===== config.mk =====
export PLATFORM = sky130hd
export DESIGN_NAME = accessory_switch_status_regs
export DESIGN_NICKNAME = d
export VERILOG_FILES = /design/src/rtl/switch_regs_pkg.sv /design/src/rtl/accessory_switch_status_regs.sv /design/src/rtl/sync3.sv
export SDC_FILE = /design/constraint.sdc
export NUM_CORES = 1
export LEC_CHECK = 0
export BUFFER_PORTS_ARGS = -buffer_cell sky130_fd_sc_hd__buf_2
export CAP_MARGIN = 20
export CORE_AREA = 2 2 92 94
export CTS_CLUSTER_DIAMETER = 150
export CTS_CLUSTER_SIZE = 28
export DETAILED_ROUTE_END_ITERATION = 10
export DIE_AREA = 0 0 94 96
export SLEW_MARGIN = 5
export SYNTH_ARGS = -nofsm -noshare
export SYNTH_HDL_FRONTEND = slang
export SYNTH_SLANG_ARGS = --single-unit

===== constraint.sdc =====
create_clock -name sys_clk -period 2.1 [get_ports sys_clk]
set_clock_uncertainty 0.2 [all_clocks]
set_input_delay 0.21 -clock sys_clk [delete_from_list [all_inputs] [get_ports sys_clk]]
set_output_delay 0.21 -clock sys_clk [all_outputs]
set_load 0.005 [all_outputs]

===== src/rtl/switch_regs_pkg.sv =====
// Constants shared by the accessory switch register bank.
// Assumes an 8-bit internal register port driven by the serial-bus slave.
package switch_regs_pkg;

    // ========================================
    // Register offsets on the internal port
    localparam logic [7:0] OFS_BTN_LOW = 8'h00;
    localparam logic [7:0] OFS_BTN_HIGH = 8'h01;
    localparam logic [7:0] OFS_LINE_ROUTE = 8'h02;
    localparam logic [7:0] OFS_PIN_OUT = 8'h03;
    localparam logic [7:0] OFS_STATUS = 8'h04;

    // ========================================
    // Field layouts
    localparam int BUS_ROUTE_LSB = 0;
    localparam int BUS_ROUTE_MSB = 1;
    localparam int POS_ROUTE_LSB = 2;
    localparam int POS_ROUTE_MSB = 4;
    localparam int NEG_ROUTE_LSB = 5;
    localparam int NEG_ROUTE_MSB = 7;
    localparam int PIN_JIG_BIT = 2;
    localparam int PIN_BOOT_BIT = 3;
    localparam int PIN_CHARGE_SET_PIN_BIT = 4;
    localparam int HIGH_ERR_BIT = 5;
    localparam int HIGH_UNK_BIT = 6;
    localparam int NUM_KEYS = 13;
    localparam int STATUS_W = 7;

    // ========================================
    // Encodings
    localparam logic [1:0] BUS_OPEN = 2'h0;
    localparam logic [1:0] BUS_FET_ON = 2'h1;
    localparam logic [1:0] BUS_TO_MIC = 2'h2;
    localparam logic [2:0] POS_OPEN = 3'h0;
    localparam logic [2:0] POS_USB = 3'h1;
    localparam logic [2:0] POS_AUDIO = 3'h2;
    localparam logic [2:0] POS_UART = 3'h3;
    localparam logic [3:0] KEY_CODE_MAX = 4'hc;

    // ========================================
    // Reset values
    localparam logic [7:0] BTN_RESET = 8'h00;
    localparam logic [4:0] ROUTE_RESET = 5'h00;
    localparam logic [2:0] PIN_RESET = 3'h0;
    // Bits 4 and 5 reset to one, bit 3 to zero; the rest reset to zero
    localparam logic [6:0] STATUS_RESET = 7'h30;
    localparam logic [7:0] HIGH_VALID_MASK = 8'h7f;

endpackage


===== src/rtl/accessory_switch_status_regs.sv =====
// Button event, manual routing and detection status registers.
// Assumes a same-clock register port from the serial-bus slave, button
// events from the ADC decoder on this clock, and async analog status levels.

// Functional notes
// - Call/end key sets bit 0, keys one to seven set bits 1-7; read clears.
// - Keys eight to twelve set high register bits 0-4; read clears.
// - Button error sets high register bit 5; read clears.
// - Unknown key sets high bit 6; read clears; bit 7 reads zero.
// - Manual bus-power field: 00 open, 01 transistor on, 10 to microphone.
// - Other bus-power codes open all its switches; field resets to 00.
// - Manual positive field: open, USB, speakers or UART pairs.
// - Positive codes 100 to 111 open all connector-pair switches.
// - Negative field is read-only and mirrors the positive field.
// - Fixture pin driven low when bit 2 is 0, released when 1.
// - Boot pin follows bit 3 as low or high level.
// - Charge-set pin released when bit 4 is 0, driven low when 1.
// - Status bit 0 shows conversion complete.
// - Status bit 1 shows bus power above reset threshold.
// - Status bit 2 floating id line; bit 3 id grounded, resets 0.
// - Status bit 4 supply identification done, resets to 1.
// - Status bit 5 id resistance detection done, resets to 1.
// - Status bit 6 actual power transistor state; bit 7 reads 0.
module accessory_switch_status_regs
    import switch_regs_pkg::*;
(
    input wire logic sys_clk,
    input wire logic reset_n,
    // Internal register port
    input wire logic [7:0] reg_addr,
    input wire logic reg_wr,
    input wire logic reg_rd,
    input wire logic [7:0] reg_wdata,
    output logic [7:0] reg_rdata,
    output logic reg_rvalid,
    // Button events from the key decoder
    input wire logic btn_press,
    input wire logic [3:0] btn_code,
    input wire logic btn_error,
    input wire logic btn_unknown,
    // Route select and automatic settings
    input wire logic manual_sel,
    input wire logic [1:0] auto_bus_route,
    input wire logic [2:0] auto_pos_route,
    input wire logic auto_jig_hiz,
    input wire logic auto_boot_high,
    input wire logic auto_charge_set_pin_low,
    // Analog status levels
    input wire logic adc_done,
    input wire logic bus_power_present,
    input wire logic id_open_flag,
    input wire logic id_grounded,
    input wire logic supply_ident_done,
    input wire logic id_ident_done,
    input wire logic power_switch_state,
    // Switch controls
    output logic fet_on_en,
    output logic bus_to_mic_en,
    output logic usb_pair_en,
    output logic speaker_pair_en,
    output logic uart_pair_en,
    // Pins
    output logic jig_out,
    output logic jig_oe_n,
    output logic boot_level_sel,
    output logic charge_set_out,
    output logic charge_set_oe_n
);

    // ========================================
    // Storage
    logic [7:0] btn_low_r;
    logic [7:0] btn_high_r;
    logic [4:0] route_r;
    logic [2:0] pin_r;
    logic [7:0] rdata_r;
    logic rvalid_r;
    logic fet_on_r;
    logic mic_r;
    logic usb_r;
    logic right_speaker;
    logic uart_r;
    logic jig_hiz_r;
    logic boot_r;
    logic charge_set_pin_low_r;
    logic [STATUS_W-1:0] status_sync;

    // ========================================
    // Status synchroniser
    sync3 #(
        .W(STATUS_W),
        .RST(STATUS_RESET)
    ) u_status_sync (
        .sys_clk(sys_clk),
        .reset_n(reset_n),
        .async_in({power_switch_state, id_ident_done, supply_ident_done,
                   id_grounded, id_open_flag, bus_power_present, adc_done}),
        .level_out(status_sync)
    );

    // ========================================
    // Address decode
    wire sel_low = reg_addr == OFS_BTN_LOW;
    wire sel_high = reg_addr == OFS_BTN_HIGH;
    wire sel_route = reg_addr == OFS_LINE_ROUTE;
    wire sel_pin = reg_addr == OFS_PIN_OUT;
    wire sel_status = reg_addr == OFS_STATUS;
    wire rd_low = reg_rd && sel_low;
    wire rd_high = reg_rd && sel_high;
    wire wr_route = reg_wr && sel_route;
    wire wr_pin = reg_wr && sel_pin;

    // ========================================
    // Button event capture
    wire key_valid = btn_press && (btn_code <= KEY_CODE_MAX);
    wire [NUM_KEYS-1:0] key_onehot = key_valid ?
        (13'h0001 << btn_code) : 13'h0000;
    // Out-of-range codes count as an unknown key
    wire unk_set = btn_unknown || (btn_press && !key_valid);
    wire [7:0] low_set = key_onehot[7:0];
    wire [7:0] high_set = {1'b0, unk_set, btn_error,
                           key_onehot[NUM_KEYS-1:8]};
    // Read samples and clears in one cycle; same-cycle sets win
    wire [7:0] btn_low_nxt = (rd_low ? BTN_RESET : btn_low_r) |
        low_set;
    wire [7:0] btn_high_nxt = ((rd_high ? BTN_RESET : btn_high_r) |
        high_set) & HIGH_VALID_MASK;

    // ========================================
    // Register writes; only writable fields are kept
    wire [4:0] route_nxt = wr_route ?
        reg_wdata[POS_ROUTE_MSB:BUS_ROUTE_LSB] : route_r;
    wire [2:0] pin_nxt = wr_pin ?
        reg_wdata[PIN_CHARGE_SET_PIN_BIT:PIN_JIG_BIT] : pin_r;

    wire [1:0] man_bus = route_r[BUS_ROUTE_MSB:BUS_ROUTE_LSB];
    wire [2:0] man_pos = route_r[POS_ROUTE_MSB:POS_ROUTE_LSB];

    // ========================================
    // Read mux
    wire [7:0] route_view = {man_pos, route_r};
    wire [7:0] pin_view = {3'h0, pin_r, 2'h0};
    wire [7:0] status_view = {1'b0, status_sync};
    wire [7:0] rd_mux = sel_low ? btn_low_r :
                        sel_high ? btn_high_r :
                        sel_route ? route_view :
                        sel_pin ? pin_view :
                        sel_status ? status_view : 8'h00;

    // ========================================
    // Routing decode; manual settings apply while the select is low
    wire [1:0] bus_code = manual_sel ? auto_bus_route : man_bus;
    wire [2:0] pos_code = manual_sel ? auto_pos_route : man_pos;
    wire fet_nxt = bus_code == BUS_FET_ON;
    wire mic_nxt = bus_code == BUS_TO_MIC;
    wire usb_nxt = pos_code == POS_USB;
    wire spk_nxt = pos_code == POS_AUDIO;
    wire uart_nxt = pos_code == POS_UART;
    wire jig_nxt = manual_sel ? auto_jig_hiz : pin_r[0];
    wire boot_nxt = manual_sel ? auto_boot_high : pin_r[1];
    wire charge_set_pin_nxt = manual_sel ? auto_charge_set_pin_low : pin_r[2];

    // ========================================
    // Flops
    always_ff @(posedge sys_clk or negedge reset_n) begin
        if (!reset_n) begin
            btn_low_r <= BTN_RESET;
            btn_high_r <= BTN_RESET;
            route_r <= ROUTE_RESET;
            pin_r <= PIN_RESET;
        end else begin
            btn_low_r <= btn_low_nxt;
            btn_high_r <= btn_high_nxt;
            route_r <= route_nxt;
            pin_r <= pin_nxt;
        end
    end

    always_ff @(posedge sys_clk or negedge reset_n) begin
        if (!reset_n) begin
            rdata_r <= 8'h00;
            rvalid_r <= 1'b0;
        end else begin
            rvalid_r <= reg_rd;
            if (reg_rd) begin
                rdata_r <= rd_mux;
            end
        end
    end

    always_ff @(posedge sys_clk or negedge reset_n) begin
        if (!reset_n) begin
            fet_on_r <= 1'b0;
            mic_r <= 1'b0;
            usb_r <= 1'b0;
            right_speaker <= 1'b0;
            uart_r <= 1'b0;
            jig_hiz_r <= 1'b0;
            boot_r <= 1'b0;
            charge_set_pin_low_r <= 1'b0;
        end else begin
            fet_on_r <= fet_nxt;
            mic_r <= mic_nxt;
            usb_r <= usb_nxt;
            right_speaker <= spk_nxt;
            uart_r <= uart_nxt;
            jig_hiz_r <= jig_nxt;
            boot_r <= boot_nxt;
            charge_set_pin_low_r <= charge_set_pin_nxt;
        end
    end

    // ========================================
    // Outputs; open-drain pins only ever pull low
    assign reg_rdata = rdata_r;
    assign reg_rvalid = rvalid_r;
    assign fet_on_en = fet_on_r;
    assign bus_to_mic_en = mic_r;
    assign usb_pair_en = usb_r;
    assign speaker_pair_en = right_speaker;
    assign uart_pair_en = uart_r;
    assign jig_out = 1'b0;
    assign jig_oe_n = jig_hiz_r;
    assign boot_level_sel = boot_r;
    assign charge_set_out = 1'b0;
    assign charge_set_oe_n = !charge_set_pin_low_r;
endmodule


===== src/rtl/sync3.sv =====
// Three-stage synchroniser with agreement filter for a vector of levels.
// Assumes inputs are asynchronous levels from analog detectors.
module sync3 #(
    parameter int W = 1,
    parameter logic [W-1:0] RST = '0
) (
    input wire logic sys_clk,
    input wire logic reset_n,
    input wire logic [W-1:0] async_in,
    output logic [W-1:0] level_out
);
    logic [W-1:0] meta_r;
    logic [W-1:0] s2_r;
    logic [W-1:0] s3_r;
    logic [W-1:0] level_r;
    logic [W-1:0] level_nxt;

    // A bit changes only once stages two and three agree
    assign level_nxt = (s2_r & s3_r) | (level_r & (s2_r | s3_r));
    assign level_out = level_r;

    always_ff @(posedge sys_clk or negedge reset_n) begin
        if (!reset_n) begin
            meta_r <= RST;
            s2_r <= RST;
            s3_r <= RST;
            level_r <= RST;
        end else begin
            meta_r <= async_in;
            s2_r <= meta_r;
            s3_r <= s2_r;
            level_r <= level_nxt;
        end
    end
endmodule


---- Yosys cells after proc, flatten, opt, wreduce, memory -nomap -nowiden ----
Cells that the tools add are included.
cells by class
  $lt $le $gt $ge ......................... 1
  equality and inequality tests ........... 9
  shift operators ......................... 1
  multiplexer cells ....................... 13
  bitwise logic cells ..................... 6
  reduce and logical (&&, ||, !) cells .... 10
operator list
  kind                                              number
  two-way mux 8 bit                                 4
  two-way mux 7 bit                                 3
  OR 7 bit                                          3
  == test 8 x 2 -> 1 bit, second input constant     2
  AND 7 bit                                         2
  two-way mux 13 bit                                1
  left shift 1 x 4 -> 13 bit, first input constant  1
  == test 8 x 1 -> 1 bit, second input constant     1
  == test 8 x 3 -> 1 bit, second input constant     1
  logical NOT 8 bit                                 1
  OR 8 bit                                          1
  == test 3 x 2 -> 1 bit, second input constant     2
  logical AND 1 bit                                 6
  <= comparator 4 bit, second input constant        1
  == test 3 x 1 -> 1 bit, second input constant     1
  two-way mux 1 bit                                 3
  two-way mux 3 bit                                 1
  == test 2 x 1 -> 1 bit, second input constant     1
  == test 2 bit, second input constant              1
  logical NOT 1 bit                                 2
  two-way mux 2 bit                                 1
  logical OR 1 bit                                  1
word-level totals
  flip-flop bits (word level) ............. 68
  input bits .............................. 43
  output and inout port bits .............. 19

---- Depth between registers and ports, before layout ----
  word-level depth ........................ 6
  depth in mapped cells ................... 5
  depth with buffers taken out ............ 3

---- Modules after synthesis ----
Synthesis repeated with hierarchy kept, for this count alone.
unflattened totals
  cell total of the unflattened synthesis .. 213
  area, all modules ....................... 2,728.9 sq um
modules (own cells, without submodules)
  module                        instances  cells each  area each (sq um)
  accessory_switch_status_regs  1          178         1,939.4
  sync3                         1          35          789.5

---- Least setup slack after synthesis ----
Ideal clock, no wire load.
  path type ............................... input to register
  start ................................... input reg_addr[1]
  end ..................................... register btn_high_r[6]
  library setup time ...................... 0.126 ns
  arrival ................................. 1.333 ns
  data required time ...................... 1.774 ns
  setup slack ............................. 0.441 ns
  stages on the path ...................... 4
  path buffers ............................ 1
  cells stage by stage .................... buf_2 nor3b_2 nand3_1 a221o_1
on the way
  longest elaborated chain between the ends .. 4
RTL lines
  element                 line                                 text
  start, declared         accessory_switch_status_regs.sv:30   input wire logic [7:0] reg_addr,
  == test 8 x 1 -> 1 bit  accessory_switch_status_regs.sv:104  wire sel_high = reg_addr == OFS_BTN_HIGH;
  logical AND 1 bit       accessory_switch_status_regs.sv:109  wire rd_high = reg_rd && sel_high;
  two-way mux 7 bit       accessory_switch_status_regs.sv:126  wire [7:0] btn_high_nxt = ((rd_high ? BTN_RESET : btn_high_r) |
  OR 7 bit                accessory_switch_status_regs.sv:126
  net btn_high_nxt[6]     accessory_switch_status_regs.sv:126
  end signal, assigned    accessory_switch_status_regs.sv:173  btn_high_r <= btn_high_nxt;
  end, declared           accessory_switch_status_regs.sv:73   logic [7:0] btn_high_r;
The timed path passes the listed nets, and every way through them passes these cells.
A chain may end at the register's enable or synchronous reset.

---- Worst setup path after layout ----
  start ................................... input reg_rd
  end ..................................... register btn_low_r[1]
on the way
  longest elaborated chain between the ends .. 3
RTL lines
  element               line                                 text
  start, declared       accessory_switch_status_regs.sv:32   input wire logic reg_rd,
  logical AND 1 bit     accessory_switch_status_regs.sv:108  wire rd_low = reg_rd && sel_low;
  two-way mux 8 bit     accessory_switch_status_regs.sv:124  wire [7:0] btn_low_nxt = (rd_low ? BTN_RESET : btn_low_r) |
  OR 8 bit              accessory_switch_status_regs.sv:124
  net btn_low_nxt[1]    accessory_switch_status_regs.sv:124
  end signal, assigned  accessory_switch_status_regs.sv:172  btn_low_r <= btn_low_nxt;
  end, declared         accessory_switch_status_regs.sv:72   logic [7:0] btn_low_r;
The timed path passes the listed nets, and every way through them passes these cells.

==> results <==
- The global-route wire length before repair is approximately 9400 um.
- Summing the areas of all and, or, nand and nor instances in the mapped netlist gives approximately 14% of the synthesized area.
- The post-synthesis xor/xnor area fraction is 0%.
- The number of synthesized register bits is between 60 and 70.
- The capturing instance or port of the critical path is btn_low_r[1]$_DFF_PN0_.
- The dominant combinational cell family by area after synthesis is simple AND/OR/NAND/NOR gates.
- The yosys synthesis warning count is 0.
- The signal on the critical path passes through dlygate4sd3_1, buf_2, nor2b_1, buf_4, nand3_1, buf_4, a22o_1.
- For this run, the share of the core covered by cells in the final layout is between 40% and 50%.
- Setup violations remaining at the end of the flow were counted as 0.
- The die is 94 um wide.
- In this design, the largest share of critical-path delay is due to buffers and inverters.
- After global routing the overflow that remains totals 0.
- The first TritonRoute pass finished after 4 iterations.
- The count of pins on the block boundary is 62.
- The area added between synthesis and finish is 32.7%.
- STA classifies the critical path startpoint as an input port.
- The count of max-cap constraint violations is 0.
- The capture point of the worst reg-to-reg path is speaker_pair_en$_DFF_PN0_.
- The depth of the critical timing path with buffers and inverters included is 7.
- Setup repair after global routing left no endpoint under its margin.
- The met2 wirelength from detailed routing is 2880 um.
- The number of nets in the final layout is 342.
- Leaving out fill and tap cells, the most frequent cell in the layout is dfrtp_1.
- After synthesis the cells add up to between 2000 and 3000 um^2.
- Derived from the worst setup path, the maximum achievable clock frequency is 601 MHz.
- Summing the areas of all compound-gate instances in the mapped netlist gives roughly 11% of the synthesized area.
- Once routing completed, OpenROAD measured the worst setup slack at 0.435 ns.
- The overall routed net length is just under 6000 um.
- Once the floorplan was initialized, standard cells occupied between 30% and 40% of the core.
- The slowest stage of the critical path belongs to the cell dlygate4sd3_1.
- The total global routing track utilization is around 14%.
- The power density normalized to cell area is 765 nW/um^2.
- The share of synthesized area spent on multiplexers is just under 7%.
- The final critical path time including I/O delays and setup is between 1.5 and 2 ns.
- The most numerous cell type found on the critical path is buf_4.
- The fraction of the yosys area taken by sequential cells is 62.4%.
- The detailed router's first-iteration violation count is roughly 110.
- The largest single stage delay on the critical path is around 0.52 ns.
- Counting flops with a built-in enable in the synthesized netlist gives 0.
- Using the TritonRoute via totals, the vias-per-cell ratio works out to between 4 and 5.
- The tree is rooted in a clkbuf_8.
- The predominant post-synthesis flop cell is dfrtp_1.
- In the layout the commonest cells are dfrtp_1 (60), buf_2 (56), dlygate4sd3_1 (26).
- Tracing the worst setup path back leads to its startpoint at reg_rd.
- The final hold violation count came to 0.
- The leakage power summed over all cells is 1.66 nW.
- The count of buffer and inverter cells on the critical path is 4.
- The floorplan has 33 rows.
- The worst slew margin relative to its limit is 57.2%.
- The hold path startpoint is btn_code[1].
- The cell count after synthesis came out at between 200 and 250.
- TritonCTS built the clock tree.
- The worst flop-to-flop path startpoint is route_r[2]$_DFFE_PN0P_.
- The clock transition time at the flip-flop clock pins of the worst setup and hold paths is about 0.070 ns.
- The proportion of synthesized flip-flops having asynchronous set or reset is 100%.
- The path type of the worst setup path is in -> reg.
- The synthesized netlist devotes ~2.6% of its cell area to adder and majority cells.
- Across all register-to-register paths, the minimum setup slack is between 0.5 and 0.6 ns.
- Of the available clock period, the critical path in the final layout requires 79.3%.
- The detailed router placed roughly 2000 vias in this run.
- At the worst endpoint, the arrival time is between 1.5 and 2 ns.
- The initial antenna violation count was 0.
- A synthesized cell averages ~13 um^2.
- The final estimated routing congestion in global placement is 0.900.
- VDD sags by at most a little under 0.4 mV.
- The clock passes through at most 2 buffers.
- At the later pin of the worst-skew pair, clock insertion delay measures approximately 0.34 ns.
- Input and output buffers added on the ports amount to between 50 and 60.
- For the pin with the worst max-slew slack, the measured transition is ~0.64 ns.
- The netlist uses 44 different library cells.
- The count of H-tree levels built during CTS is 3.
- The number of global-route vias before repair was approximately 1900.
- The share of cells above drive strength 1 is 33.9%.
- The number of max-slew violations in the final report was 0.
- The repair_antennas step left the layout with diodes totalling 0.
- The maximum net fanout on the critical path is 8.
- The worst endpoint required time is 2.12 ns.
- The routed design uses between 300 and 400 um of met3 wire.
- The average wire per cell in the routed design is between 10 and 15 um.
- In the routed design, unresolved DRC markers number 0.
- Buffers added to address setup during post-CTS repair amount to 0.
- The flow ran to the end, and the final reports show no timing, DRC or antenna violations.
- In this run the vertical extent of the chip is between 90 and 100 um.
- The endpoint type of the worst setup path is a flop.
- Summed over all nets, the half-perimeter wirelength after detailed placement is between 4000 and 5000 um.
- The detailed router put a total of between 2000 and 3000 um of wire on met1.
- The count of nets left with antenna violations once routing finished came out at 0.
- The worst register-to-register path has a depth of 4.
- The highest metal layer with signal wires is met4.
- The sum of negative setup slack is 0 ns.
- The die covers 9020 um^2.
- The core region is slightly above 8000 um^2.
- CTS saw 68 sinks.
- The tightest min-delay check is of the in -> reg type.
- The number of CTS-inserted buffers is 9.
- The maximum number of pins on one net before global-route repair is between 60 and 70.
- OpenSTA, run right after detailed placement, puts the worst setup slack at around 0.27 ns.
where the power goes:
| part | total (mW) | switching (mW) | internal (mW) |
|---|---|---|---|
| Clock | 1.00 | 0.444 | 0.557 |
| Sequential | 1.48 | 0.0576 | 1.42 |
| Combinational | 0.308 | 0.137 | 0.171 |
Yosys cell counts, types with 2 or more instances:
library cell	count	area share, %
a211oi_1	3	0.82
a22o_1	5	1.6
maj3_1	7	2.6
nand3_1	2	0.36
nor4bb_1	5	1.8
nor3b_1	2	0.55
inv_1	6	0.82
a32o_1	4	1.5
a41oi_1	3	0.96
o31ai_1	3	0.82
and3b_1	4	1.3
nor2_1	8	1.1
nand4_1	2	0.46
mux2i_1	5	1.8
dfrtp_1	60	55
o2bb2ai_1	4	1.3
nand2_1	11	1.5
nor4_1	3	0.68
o21ai_0	2	0.36
nand3b_1	3	0.82
buf_1	2	0.27
nor3_1	3	0.55
clkbuf_1	6	0.82
nand2b_1	4	0.91
buf_4	2	0.55
nor2b_1	6	1.4
o221ai_1	4	1.3
a2bb2oi_1	4	1.3
dfstp_2	8	7.7
mux2_2	12	4.9
logic make-up (layout without fill, tap and decap cells):
kind of cell / count (synthesis) / after routing
buffers and inverters: 17 / 113
adder cells (fa/ha/maj): 7 / 7
AND/OR/NAND/NOR: 60 / 60
flip-flops: 68 / 68
AO/OA/AOI/OAI: 37 / 37
other: 1 / 2
multiplexers: 17 / 17
area by class of cell:
cell class / count / area (um^2)
Timing Repair Buffer: 91 / 621
Inverter: 6 / 22.5
Fill cell: 769 / 4410
Multi-Input combinational cell: 123 / 962
Clock inverter: 1 / 5.00
Sequential cell: 68 / 1710
Clock buffer: 15 / 186
Tap cell: 105 / 131
per-stage QoR:
| stage | instance area, um^2 | total power [mW] | std cells | hold slack, ns |
|---|---|---|---|---|
| after floorplan | 2750 | 1.64 | 208 | -0.286 |
| after global placement | 3190 | 1.77 | 367 | 0.0553 |
| after detailed placement | 3190 | 1.77 | 367 | 0.0558 |
| after CTS | 3640 | 2.83 | 409 | 0.00391 |
| after global routing | 3640 | 2.93 | 409 | 0.0217 |
| final | 3640 | 2.78 | 409 | 0.0194 |
per-layer routing:
| layer | vias to the layer above | global-route usage, % |
|---|---|---|
| met1 | 966 | 18.2 |
| met4 | 0 | 6.16 |
| met3 | 11 | 4.31 |
| met2 | 59 | 21.7 |
| li1 | 949 | - |
| met5 | - | 0 |
worst min-delay path by stage:
stage | depth (start not counted) | slack [ns] | to
global route | 2 | 0.02 | btn_high_r[3]$_DFF_PN0_
detailed placement | 2 | 0.06 | u_status_sync.meta_r[2]$_DFF_PN0_
floorplan | 0 | -0.29 | boot_level_sel$_DFF_PN0_
global placement | 2 | 0.06 | u_status_sync.meta_r[2]$_DFF_PN0_
CTS | 3 | 0.004 | btn_high_r[4]$_DFF_PN0_
finish | 2 | 0.02 | btn_high_r[3]$_DFF_PN0_
sequential cells by signal, indices dropped and copies added (netlist names):
register,flops
boot_level_sel,1
u_status_sync.level_out,7
reg_rvalid,1
btn_high_r,7
usb_pair_en,1
charge_set_pin_low_r,1
u_status_sync.meta_r,7
speaker_pair_en,1
pin_r,3
reg_rdata,8
jig_oe_n,1
fet_on_en,1
route_r,5
bus_to_mic_en,1
btn_low_r,8
u_status_sync.s3_r,7
u_status_sync.s2_r,7
uart_pair_en,1
what timing repair did:
action	4_1_cts	5_1_grt
resized for setup	0	0
hold buffers	26	0
setup endpoints to repair	0	0
hold endpoints to repair	95	0
Power figures use the tool's default switching activity.
